### src/shared/mrcu_map.vh
/*
  Constants of the mode register command unit: command codes, register
  addresses, patterns, calibration codes and timing counts.
  Assumes a 50 MHz ref_clk; included by bare name.
*/
`ifndef MRCU_MAP_VH
`define MRCU_MAP_VH

// ****************************************************************
// command decode on ca_rise[3:0]
// ****************************************************************
`define MRCU_OP_MASK 4'hF
`define MRCU_OP_MRW 4'h0
`define MRCU_OP_MRR 4'h8

// ****************************************************************
// mode register addresses
// ****************************************************************
`define MRCU_MR_TEMP 8'h04
`define MRCU_MR_ZQ 8'h0A
`define MRCU_MR_PAT_A 8'h20
`define MRCU_MR_PAT_B 8'h28
`define MRCU_MR_RESET 8'h3F
`define MRCU_MR_DEFAULT 8'h00
`define MRCU_MEM_DEPTH 32
`define MRCU_MEM_AW 5

// ****************************************************************
// calibration patterns, bit 0 is bit time 0
// ****************************************************************
`define MRCU_PAT_A 4'h5
`define MRCU_PAT_B 4'hC

// ****************************************************************
// impedance calibration codes in the write data byte
// ****************************************************************
`define MRCU_ZQ_INIT 8'hFF
`define MRCU_ZQ_LONG 8'hAB
`define MRCU_ZQ_SHORT 8'h56
`define MRCU_ZQ_RESET 8'hC3

// ****************************************************************
// timing
// ****************************************************************
`define MRCU_CLK_KHZ 50000
`define MRCU_RL 3
`define MRCU_TMRR 2
`define MRCU_TMRW 5
`define MRCU_BURST 4
`define MRCU_TSI_MS 32
`define MRCU_TSI_CYC (`MRCU_TSI_MS * `MRCU_CLK_KHZ)
`define MRCU_TZQINIT_CYC 1000
`define MRCU_TZQCL_CYC 400
`define MRCU_TZQCS_CYC 100
`define MRCU_TZQRESET_CYC 3
`define MRCU_TINIT4_CYC 1000
`define MRCU_TIMER_W 24

`endif

### src/verilog/mrcu_sync3.v
/*
  Three-stage synchroniser for pin inputs of any width.
  Assumes one clock domain; the output follows once stages two and three agree.
*/
`timescale 1ns/1ns
`default_nettype none

module mrcu_sync3 #(
  parameter W = 1
) (
  input wire ref_clk,
  input wire rst,
  input wire clk_en,
  input wire [W-1:0] pin_in,
  output reg [W-1:0] level_out
);

  reg [W-1:0] s1_reg;
  reg [W-1:0] s2_reg;
  reg [W-1:0] s3_reg;

  always @(posedge ref_clk or posedge rst) begin
    if (rst) begin
      s1_reg <= {W{1'b0}};
      s2_reg <= {W{1'b0}};
      s3_reg <= {W{1'b0}};
      level_out <= {W{1'b0}};
    end else if (clk_en) begin
      s1_reg <= pin_in;
      s2_reg <= s1_reg;
      s3_reg <= s2_reg;
      if (s2_reg == s3_reg) begin
        level_out <= s3_reg;
      end
    end
  end

endmodule

`default_nettype wire

### src/verilog/mrcu_timer.v
/*
  Loadable down counter giving a busy level and a one-cycle done pulse.
  Assumes load values of at least one; a load wins over counting.
*/
`timescale 1ns/1ns
`default_nettype none

module mrcu_timer #(
  parameter W = 24
) (
  input wire ref_clk,
  input wire rst,
  input wire clk_en,
  input wire load,
  input wire [W-1:0] load_val,
  output wire busy,
  output reg done
);

  reg [W-1:0] count_reg;

  assign busy = (count_reg != {W{1'b0}});

  always @(posedge ref_clk or posedge rst) begin
    if (rst) begin
      count_reg <= {W{1'b0}};
      done <= 1'b0;
    end else if (clk_en) begin
      done <= 1'b0;
      if (load) begin
        count_reg <= load_val;
      end else if (busy) begin
        count_reg <= count_reg - {{(W-1){1'b0}}, 1'b1};
        done <= (count_reg == {{(W-1){1'b0}}, 1'b1});
      end
    end
  end

endmodule

`default_nettype wire

### src/verilog/mrcu_top.v
/*
  Device-side mode register command unit: decodes register reads and writes
  from the command/address bus, returns register data and calibration patterns,
  runs the write-reset, impedance calibration and temperature status update.
  Assumes ca_rise/ca_fall are both halves of one command captured on ref_clk,
  bank_active comes from the bank logic on the same clock, and the sensor code
  and calibration pin level arrive from outside the clock domain.
*/
// How it works
// - register 4 returns the temperature sensor code in bits 2 to 0
// - register 4 is refreshed internally at most 32 ms apart
// - device tolerates 2 degrees beyond range while controller reacts
// - register 32 returns 1,0,1,0 and register 40 returns 0,0,1,1
// - pattern drives every line of every byte lane during the burst
// - write decoded with select and CA0-CA3 low; address and data fields
// - writes to read-only registers change nothing
// - register read accepted with banks active, bank state kept
// - write-reset restores defaults and runs auto-initialization
// - four calibration commands: init, reset, long and short
// - calibration pin current path is switched off after calibration
// - calibration pin tied to supply makes calibration commands ignored
// - read decoded with select, CA0-CA2 low and CA3 high
// - read period 2 clocks, four-beat burst, strobes toggle throughout; the unit takes the next command only 8 clocks after a read
// - ordinary register data on lines 0 to 7 of the first beat only
// - reserved or write-only register reads return undefined data
`timescale 1ns/1ns
`default_nettype none
`include "mrcu_map.vh"

module mrcu_top #(
  parameter [23:0] TSI_CYC = `MRCU_TSI_CYC,
  parameter [23:0] TINIT4_CYC = `MRCU_TINIT4_CYC
) (
  input wire ref_clk,
  input wire rst,
  input wire clk_en,
  input wire cs_n,
  input wire [9:0] ca_rise,
  input wire [9:0] ca_fall,
  input wire bank_active,
  input wire [2:0] temp_sensor_code,
  input wire zq_pin_tied_high,
  output reg [15:0] dq_out,
  output reg dq_oe,
  output reg dqs_out,
  output reg dqs_oe,
  output reg [1:0] burst_beat,
  output reg [2:0] unit_state,
  output reg mrw_ignored,
  output reg zq_current_en,
  output reg zq_calibrated,
  output reg [7:0] temp_status,
  output reg array_undefined
);

  // ****************************************************************
  // states and local constants
  // ****************************************************************
  localparam [2:0] ST_IDLE = 3'd0;
  localparam [2:0] ST_RD_WAIT = 3'd1;
  localparam [2:0] ST_RD_BURST = 3'd2;
  localparam [2:0] ST_WR_BUSY = 3'd3;
  localparam [2:0] ST_RESETTING = 3'd4;
  localparam [2:0] ST_ZQ_CAL = 3'd5;
  // integer forms are cut to width on purpose where they are used
  localparam integer TMRW_I = `MRCU_TMRW - 1;
  localparam integer RL_I = `MRCU_RL - 1;
  localparam integer LAST_I = `MRCU_BURST - 1;
  localparam [23:0] TMRW_LOAD = TMRW_I[23:0];
  localparam [1:0] RL_LOAD = RL_I[1:0];
  localparam [1:0] LAST_BEAT = LAST_I[1:0];
  localparam integer ZQINIT_I = `MRCU_TZQINIT_CYC;
  localparam integer ZQCL_I = `MRCU_TZQCL_CYC;
  localparam integer ZQCS_I = `MRCU_TZQCS_CYC;
  localparam integer ZQRST_I = `MRCU_TZQRESET_CYC;

  // ****************************************************************
  // pin synchronisers
  // ****************************************************************
  wire [2:0] sensor_sync;
  wire zq_tied_sync;

  mrcu_sync3 #(.W(3)) u_sensor_sync (
    .ref_clk(ref_clk),
    .rst(rst),
    .clk_en(clk_en),
    .pin_in(temp_sensor_code),
    .level_out(sensor_sync)
  );

  mrcu_sync3 #(.W(1)) u_zq_sync (
    .ref_clk(ref_clk),
    .rst(rst),
    .clk_en(clk_en),
    .pin_in(zq_pin_tied_high),
    .level_out(zq_tied_sync)
  );

  // ****************************************************************
  // command decode
  // ****************************************************************
  wire [7:0] cmd_addr;
  wire [7:0] cmd_data;
  wire is_mrw;
  wire is_mrr;

  assign is_mrw = !cs_n && ((ca_rise[3:0] & `MRCU_OP_MASK) == `MRCU_OP_MRW);
  assign is_mrr = !cs_n && ((ca_rise[3:0] & `MRCU_OP_MASK) == `MRCU_OP_MRR);
  assign cmd_addr = {ca_fall[1:0], ca_rise[9:4]};
  assign cmd_data = ca_fall[9:2];

  // chosen writable set; everything else below the depth is read-only
  function is_writable;
    input [7:0] a;
    begin
      is_writable = (a == 8'h01) || (a == 8'h02) || (a == 8'h03) ||
        (a == 8'h10) || (a == 8'h11);
    end
  endfunction

  // ****************************************************************
  // shared period timer and temperature interval timer
  // ****************************************************************
  reg tmr_load;
  reg [23:0] tmr_val;
  wire tmr_busy;
  wire tmr_done;
  wire tsi_busy;
  wire tsi_done;

  mrcu_timer #(.W(`MRCU_TIMER_W)) u_period (
    .ref_clk(ref_clk),
    .rst(rst),
    .clk_en(clk_en),
    .load(tmr_load),
    .load_val(tmr_val),
    .busy(tmr_busy),
    .done(tmr_done)
  );

  mrcu_timer #(.W(`MRCU_TIMER_W)) u_tsi (
    .ref_clk(ref_clk),
    .rst(rst),
    .clk_en(clk_en),
    .load(!tsi_busy),
    .load_val(TSI_CYC - 24'h000001),
    .busy(tsi_busy),
    .done(tsi_done)
  );

  // ****************************************************************
  // state and storage
  // ****************************************************************
  reg [2:0] state_next;
  reg [7:0] rd_addr_reg;
  reg [1:0] lat_reg;
  reg [1:0] beat_reg;
  reg [7:0] mem_reg [0:`MRCU_MEM_DEPTH-1];
  reg [1:0] zq_kind_reg;
  integer i;
  wire [2:0] state_reg_w;
  reg zq_code_ok;
  reg [23:0] zq_len;
  reg [1:0] zq_kind;

  // tmr_load/tmr_val follow the command taken in idle
  always @* begin
    state_next = state_reg_w;
    tmr_load = 1'b0;
    tmr_val = TMRW_LOAD;
    case (state_reg_w)
      ST_IDLE: begin
        // read taken whatever the bank state
        if (is_mrr) begin
          state_next = ST_RD_WAIT;
        end else if (is_mrw && !bank_active) begin
          tmr_load = 1'b1;
          if (cmd_addr == `MRCU_MR_RESET) begin
            state_next = ST_RESETTING;
            tmr_val = TINIT4_CYC;
          end else if (cmd_addr == `MRCU_MR_ZQ && !zq_tied_sync && zq_code_ok) begin
            state_next = ST_ZQ_CAL;
            tmr_val = zq_len;
          end else begin
            state_next = ST_WR_BUSY;
          end
        end
      end
      ST_RD_WAIT: begin
        if (lat_reg == 2'd0) begin
          state_next = ST_RD_BURST;
        end
      end
      ST_RD_BURST: begin
        if (beat_reg == LAST_BEAT) begin
          state_next = ST_IDLE;
        end
      end
      ST_WR_BUSY, ST_RESETTING, ST_ZQ_CAL: begin
        // back to idle when the period ends
        if (tmr_done) begin
          state_next = ST_IDLE;
        end
      end
      default: begin
        state_next = ST_IDLE;
      end
    endcase
  end

  assign state_reg_w = unit_state;

  // ****************************************************************
  // calibration code selection
  // ****************************************************************
  // data byte selects the calibration kind
  always @* begin
    zq_code_ok = 1'b1;
    zq_len = ZQINIT_I[23:0];
    zq_kind = 2'd0;
    case (cmd_data)
      `MRCU_ZQ_INIT: begin
        zq_kind = 2'd0;
      end
      `MRCU_ZQ_LONG: begin
        zq_len = ZQCL_I[23:0];
        zq_kind = 2'd1;
      end
      `MRCU_ZQ_SHORT: begin
        zq_len = ZQCS_I[23:0];
        zq_kind = 2'd2;
      end
      `MRCU_ZQ_RESET: begin
        zq_len = ZQRST_I[23:0];
        zq_kind = 2'd3;
      end
      default: begin
        zq_code_ok = 1'b0;
      end
    endcase
  end

  // ****************************************************************
  // read data per beat
  // ****************************************************************
  reg [15:0] beat_data;
  reg [7:0] mr_val;
  reg [1:0] next_beat;
  wire [3:0] pat_a_w = `MRCU_PAT_A;
  wire [3:0] pat_b_w = `MRCU_PAT_B;

  always @* begin
    next_beat = (state_reg_w == ST_RD_BURST) ? beat_reg + 2'd1 : 2'd0;
    mr_val = 8'h00;
    beat_data = 16'h0000;
    if (rd_addr_reg == `MRCU_MR_TEMP) begin
      mr_val = temp_status;
    end else if (rd_addr_reg < `MRCU_MEM_DEPTH) begin
      mr_val = mem_reg[rd_addr_reg[`MRCU_MEM_AW-1:0]];
    end
    if (rd_addr_reg == `MRCU_MR_PAT_A) begin
      beat_data = {16{pat_a_w[next_beat]}};
    end else if (rd_addr_reg == `MRCU_MR_PAT_B) begin
      beat_data = {16{pat_b_w[next_beat]}};
    end else if (rd_addr_reg < `MRCU_MEM_DEPTH && next_beat == 2'd0) begin
      // first beat, low byte only; others read as zero
      beat_data = {8'h00, mr_val};
    end
  end

  // ****************************************************************
  // sequential logic
  // ****************************************************************
  always @(posedge ref_clk or posedge rst) begin
    if (rst) begin
      unit_state <= ST_IDLE;
      rd_addr_reg <= 8'h00;
      lat_reg <= 2'd0;
      beat_reg <= 2'd0;
      dq_out <= 16'h0000;
      dq_oe <= 1'b0;
      dqs_out <= 1'b0;
      dqs_oe <= 1'b0;
      burst_beat <= 2'd0;
      mrw_ignored <= 1'b0;
      zq_current_en <= 1'b0;
      zq_calibrated <= 1'b0;
      zq_kind_reg <= 2'd0;
      temp_status <= 8'h00;
      array_undefined <= 1'b0;
      for (i = 0; i < `MRCU_MEM_DEPTH; i = i + 1) begin
        mem_reg[i] <= `MRCU_MR_DEFAULT;
      end
    end else if (clk_en) begin
      unit_state <= state_next;
      mrw_ignored <= 1'b0;
      // register 4 takes the sensor code on each tick
      // code 011 marks the extended range; the margin itself is analog
      if (tsi_done) begin
        temp_status <= {5'h00, sensor_sync};
      end
      if (unit_state == ST_IDLE && is_mrr) begin
        rd_addr_reg <= cmd_addr;
        lat_reg <= RL_LOAD;
      end
      if (unit_state == ST_RD_WAIT) begin
        lat_reg <= lat_reg - 2'd1;
      end
      // strobes toggle each beat of the burst
      if (state_next == ST_RD_BURST) begin
        beat_reg <= next_beat;
        burst_beat <= next_beat;
        dq_out <= beat_data;
        dq_oe <= 1'b1;
        dqs_out <= ~next_beat[0];
        dqs_oe <= 1'b1;
      end else begin
        beat_reg <= 2'd0;
        burst_beat <= 2'd0;
        dq_out <= 16'h0000;
        dq_oe <= 1'b0;
        dqs_out <= 1'b0;
        dqs_oe <= 1'b0;
      end
      if (unit_state == ST_IDLE && is_mrw) begin
        if (bank_active) begin
          // not allowed with banks open: dropped
          mrw_ignored <= 1'b1;
        end else if (cmd_addr == `MRCU_MR_RESET) begin
          array_undefined <= 1'b1;
          zq_calibrated <= 1'b0;
          for (i = 0; i < `MRCU_MEM_DEPTH; i = i + 1) begin
            mem_reg[i] <= `MRCU_MR_DEFAULT;
          end
        end else if (cmd_addr == `MRCU_MR_ZQ) begin
          if (zq_tied_sync || !zq_code_ok) begin
            mrw_ignored <= 1'b1;
          end else begin
            zq_kind_reg <= zq_kind;
            zq_current_en <= (zq_kind != 2'd3);
          end
        end else if (is_writable(cmd_addr)) begin
          mem_reg[cmd_addr[`MRCU_MEM_AW-1:0]] <= cmd_data;
        end else begin
          mrw_ignored <= 1'b1;
        end
      end
      if (unit_state == ST_RESETTING && tmr_done) begin
        array_undefined <= 1'b0;
      end
      // current path off once calibration ends
      if (unit_state == ST_ZQ_CAL && tmr_done) begin
        zq_current_en <= 1'b0;
        zq_calibrated <= (zq_kind_reg != 2'd3);
      end
    end
  end

endmodule

`default_nettype wire
### config.mk
export PLATFORM = sky130hd
export DESIGN_NAME = mrcu_top
export DESIGN_NICKNAME = d
export VERILOG_FILES = /design/src/verilog/mrcu_sync3.v /design/src/verilog/mrcu_timer.v /design/src/verilog/mrcu_top.v
export VERILOG_INCLUDE_DIRS = /design/src /design/src/shared
export SDC_FILE = /design/constraint.sdc
export NUM_CORES = 1
export LEC_CHECK = 0
export BUFFER_PORTS_ARGS = -buffer_cell sky130_fd_sc_hd__buf_2
export CAP_MARGIN = 20
export CORE_AREA = 3 3 223 225
export DETAILED_ROUTE_END_ITERATION = 8
export DIE_AREA = 0 0 226 228
export PLACE_DENSITY = 0.48
export SETUP_SLACK_MARGIN = 0.4
export SKIP_LAST_GASP = 1
export SYNTH_ARGS = -nofsm -noshare
export SYNTH_HDL_FRONTEND = slang
export SYNTH_HIERARCHICAL = 1
export SYNTH_SLANG_ARGS = --single-unit
### constraint.sdc
create_clock -name ref_clk -period 26.6 [get_ports ref_clk]
set_clock_uncertainty 0.2 [all_clocks]
set_input_delay 3.99 -clock ref_clk [delete_from_list [all_inputs] [get_ports ref_clk]]
set_output_delay 3.99 -clock ref_clk [all_outputs]
set_load 0.02 [all_outputs]
# Word level (Yosys, flattened, before mapping)
# Cells that the tools add are included.
[totals]
ff_bits = 364
elab_cells = 222
latch_bits = 0
output_inout_bits = 36
ramBits = 0
memories = 0
romBits = 0
in_bits = 29
[classes]
muxes = 70
add_sub_neg = 4
n_bitwise = 6
n_reduce_logical = 47
eq_ne = 33
multipliers = 0
div_mod_pow = 0
order_cmp = 5
shift = 0
[op_table]
columns = ["cell", "n"]
rows = [
  ["two-way mux 256 bit", 3],
  ["bitwise mux 256 bit", 1],
  ["two-way mux 24 bit", 3],
  ["two-way mux 10 bit", 5],
  ["equality test 24 x 1 -> 1 bit (second input constant)", 2],
  ["two-way mux 16 bit", 3],
  ["two-way mux 8 bit", 6],
  ["nonzero test 24 bit", 2],
  ["subtractor 24 x 1 -> 24 bit (second input constant)", 2],
  ["binary-select mux 8 bit (select 5 bit)", 1],
  ["demux 8 bit (select 5 bit)", 1],
  ["two-way mux 1 bit", 31],
  ["case mux 10 bit (3 select lines)", 1],
  ["equality test 8 x 6 -> 1 bit (second input constant)", 3],
  ["equality test 8 bit (second input constant)", 3],
  ["two-way mux 3 bit", 7],
  ["equality test 8 x 2 -> 1 bit (second input constant)", 2],
  ["equality test 8 x 5 -> 1 bit (second input constant)", 2],
  ["nonzero test 2 bit", 8],
  [">= comparator 6 bit (second input constant)", 2],
  ["NOT 5 -> 6 bit", 2],
  ["case mux 3 bit (4 select lines)", 1],
  ["AND reduction 2 bit", 6],
  ["AND reduction 6 bit", 2],
  ["other kinds (32)", 66],
]

# Depth between registers and ports, before layout
[logic_depth]
depth_word = 11
ltp_mapped = 12
ltp_nobuf = 10

# Modules after synthesis
# Netlist, hierarchy kept.
[by_module_without_submodules]
columns = ["module", "n_inst", "seq_area_each_um2", "cells_each", "area_per_inst_um2"]
rows = [
  ["mrcu_top", 1, 7282.0, 964, 12748.5],
  ["mrcu_timer", 2, 625.6, 198, 1682.9],
  ["mrcu_sync3 (u_sensor_sync)", 1, 300.3, 30, 479.2],
  ["mrcu_sync3 (u_zq_sync)", 1, 100.1, 11, 160.2],
]

# Worst setup path after synthesis
# OpenSTA, ideal clock, no wires.
[synth_path]
path_kind = "input to register"
startpoint = "input ca_fall[6]"
endpoint = "register u_period.count_reg[2]"
arrival_time_ns = 5.489
path_slack_ns = 20.782
setup_ns = 0.129
n_path_buf = 1
path_stages = 8
path_cell_list = "clkbuf_1 nor4bb_1 o211ai_1 a31oi_1 o21ai_1 a41o_1 a22oi_1 o21ai_0"
[synth_between]
elab_chain_cells = 10
[synth_rtl]
columns = ["item", "line", "source"]
rows = [
  ["start: declaration", "mrcu_top.v:39", "input wire [9:0] ca_fall,"],
  ["equality test 8 bit / equality test 8 x 7 -> 1 bit (equally long branches)", "mrcu_top.v:221", "case (cmd_data)"],
  ["OR reduction 4 bit (no source line)", "n/a", ""],
  ["two-way mux 1 bit", "mrcu_top.v:221", ""],
  ["logical AND 1 bit", "mrcu_top.v:181", "end else if (cmd_addr == `MRCU_MR_ZQ && !zq_tied_sync && zq_code_ok) begin"],
  ["two-way mux 10 bit (*)", "mrcu_top.v:181", ""],
  ["two-way mux 10 bit (*)", "mrcu_top.v:178", "if (cmd_addr == `MRCU_MR_RESET) begin"],
  ["two-way mux 10 bit (*)", "mrcu_top.v:176", "end else if (is_mrw && !bank_active) begin"],
  ["two-way mux 10 bit (*)", "mrcu_top.v:174", "if (is_mrr) begin"],
  ["two-way mux 10 bit (*)", "mrcu_top.v:171", "case (state_reg_w)"],
  ["via tmr_val[2]", "mrcu_top.v:125", "reg [23:0] tmr_val;"],
  ["two-way mux 24 bit (*)", "mrcu_timer.v:30", "if (load) begin"],
  ["end signal: assignment", "mrcu_timer.v:26", "count_reg <= {W{1'b0}};"],
  ["end signal: assignment", "mrcu_timer.v:31", "count_reg <= load_val;"],
  ["end signal: assignment", "mrcu_timer.v:33", "count_reg <= count_reg - {{(W-1){1'b0}}, 1'b1};"],
  ["end: declaration", "mrcu_timer.v:20", "reg [W-1:0] count_reg;"],
]
# Mark *: on every way through the listed nets, which the timed path passes. The rest lies on a longest branch.
# A chain may end at the register's enable or synchronous reset.

# Final worst setup path
[layout_path]
startpoint = "input ca_rise[1]"
endpoint = "register u_period.count_reg[3]"
[layout_between]
elab_chain_cells = 8
[layout_rtl]
columns = ["item", "line", "source"]
rows = [
  ["start: declaration", "mrcu_top.v:38", "input wire [9:0] ca_rise,"],
  ["logical NOT 4 bit (no source line)", "n/a", ""],
  ["logical AND 1 bit", "mrcu_top.v:107", "assign is_mrw = !cs_n && ((ca_rise[3:0] & `MRCU_OP_MASK) == `MRCU_OP_MRW);"],
  ["logical AND 1 bit", "mrcu_top.v:176", ""],
  ["two-way mux 1 bit", "mrcu_top.v:176", ""],
  ["two-way mux 1 bit (*)", "mrcu_top.v:174", ""],
  ["two-way mux 1 bit (*)", "mrcu_top.v:171", ""],
  ["via tmr_load", "mrcu_top.v:124", "reg tmr_load;"],
  ["nonzero test 2 bit (no source line)", "n/a", ""],
  ["AND reduction 2 bit (no source line)", "n/a", ""],
]
# Marks and branches as above.

==> results.toml <==
[final_layout]
largest_reg_flops = 256
stdcell_count = 2099
final_nets = 1489
drive_above_1_share_pct = 17.2
fin_util_pct = 39.4
fin_area_mm2 = 0.0188
syn2layout_area_growth_pct = 12.5

[worst_setup_path]
r2r-start = "unit_state[1]$_DFFE_PP0P_"
cp.required_ns = 26.82
end_kind = "register"
crit_type = "input pin to register"
arrival_ns = 7.05
r2r-end = "u_period/count_reg[3]$_DFFE_PP0P_"
r2r_slack_ns = 22.64
crit_fanout = 53
start_kind = "input pin"
reg2regPathDepth = 9

[routing]
finalWirelength_mm = 39.9
num_vias = 10800
drc_errors = 0
wl_per_cell_um = 19.0
drtAntennaViolNets = 0
via_per_inst = 5.13
dr.pass1.iters = 4
drt_iter0_markers = 689

[floorplan]
start_util_pct = 35.1
rows = 80
dieArea_mm2 = 0.0515
coreArea_mm2 = 0.0477
chipHeight_um = 228
dieWidth_um = 226
io_pins = 65

[worst_hold_path]
holdCritPathClass = "register to register"
holdPathEnd = "zq_calibrated$_DFFE_PP0P_"
min_path_cells = 1
hp-start = "zq_kind_reg[1]$_DFFE_PP0P_"

[grt]
grt_pass1_wl_mm = 64.2
grt_max_degree = 158
grt_pass1_vias = 10900
grt_antenna_before_repair = 6
gr-total-overflow = 0
grt_use_total_pct = 15.7

[power_and_ir_drop]
p_per_area_mw_per_mm2 = 76.0
ir_drop_mv = 0.0432
p_leak_nw = 8.52

[clock_tree]
cts_tree = "yes"
cts.sinks = 357
clk_path_buf_depth = 3
hold_buffers = 0
root_buffer = "clkbuf_16"
post-cts-setup-buffers = 0
worstSkewPairLatency_ns = 0.54
clkTransAtPathRegs_ns = 0.06
cts_htree_levels = 2
numCtsBuffers = 41
cts_resized = 0

[placed_design]
port-buffer-count = 59
place_hpwl_mm = 24.6
place_congestion = 0.774
numPlacedInstances = 2022
placed_area_mm2 = 0.0174

[sta]
rsz0062_at_grt = "false"
fmax_ghz = 0.146
period_minus_slack_ns = 6.84
maxSlewViolCount = 0
timing.final.crit_share_pct = 25.7
final-hold-violation-count = 0
worst_pin_slew_ns = 1.07
worst_hold_slack_ns = 0.257
tns_ns = 0
finalSetupViolations = 0
slew_headroom_pct = 28.8

[synth]
synth.cell_area_mm2 = 0.0167
avgSynthCellArea_um2 = 12.0
synthCells = 1399
yosysWarnings = 6

[run_status]
status = "completed"

[run]
maxCapViolCount = 0
through the flow:
step / power [mW] / worst slack [ns]
5_1_grt: 1.51 / 19.42
3_3_place_gp: 0.885 / 19.08
3_5_place_dp: 0.887 / 19.01
4_1_cts: 1.46 / 19.56
6_report: 1.43 / 19.76
2_1_floorplan: 0.811 / 14.38
worst max-delay path by stage:
stage	cells after the start	slack, ns	to	start
after floorplan	1	14.38	array_undefined$_DFFE_PP0P_	rst
after global placement	9	19.08	mem_reg[29]$_DFFE_PP0P_	cs_n
after detailed placement	9	19.01	mem_reg[4]$_DFFE_PP0P_	cs_n
after CTS	9	19.56	mem_reg[141]$_DFFE_PP0P_	cs_n
after global routing	10	19.42	u_period/count_reg[3]$_DFFE_PP0P_	cs_n
final	10	19.76	u_period/count_reg[3]$_DFFE_PP0P_	ca_rise[1]
power breakdown:
part | internal [mW] | switching (mW) | leakage, nW
clock network | 0.335 | 0.223 | 0.655
registers | 0.579 | 0.0471 | 4.85
logic | 0.0917 | 0.156 | 3.02
placed cells by master (no fill, tap or decap), types with 43 or more instances in the layout:
cell and count:
dfrtp_1 353, and2_1 220, nand2_1 74, mux4_2 63, buf_2 59, o21ai_0 58, nor2_1 55, a22o_1 47
conb_1 43, clkbuf_16 43
layer usage:
metal	up-vias	wire, um	track usage (%)
met5	-	41	0
met4	6	693	3.40
met3	58	1560	2.94
met2	158	18100	24.0
met1	5420	19500	23.1
li1	5118	-	-
worst max-delay path: stages:
cell      delay [ns]
buf_2           0.10
nor3_1          0.16
and2_1          0.27
nand2_2         0.12
clkinv_2        0.49
inv_1           0.40
nand3_1         0.24
o31a_1          0.75
o21ai_0         0.22
a22o_1          0.27
cell type report:
type / count / area (um^2)
multi-input cells: 950 / 7200
clock inverters: 12 / 125
flip-flops and latches: 357 / 8940
diodes: 3 / 7.51
repair buffers: 71 / 458
well taps: 615 / 769
clock buffers: 60 / 1210
fillers: 4555 / 28900
inverters: 31 / 125
Power figures use the tool's default switching activity.
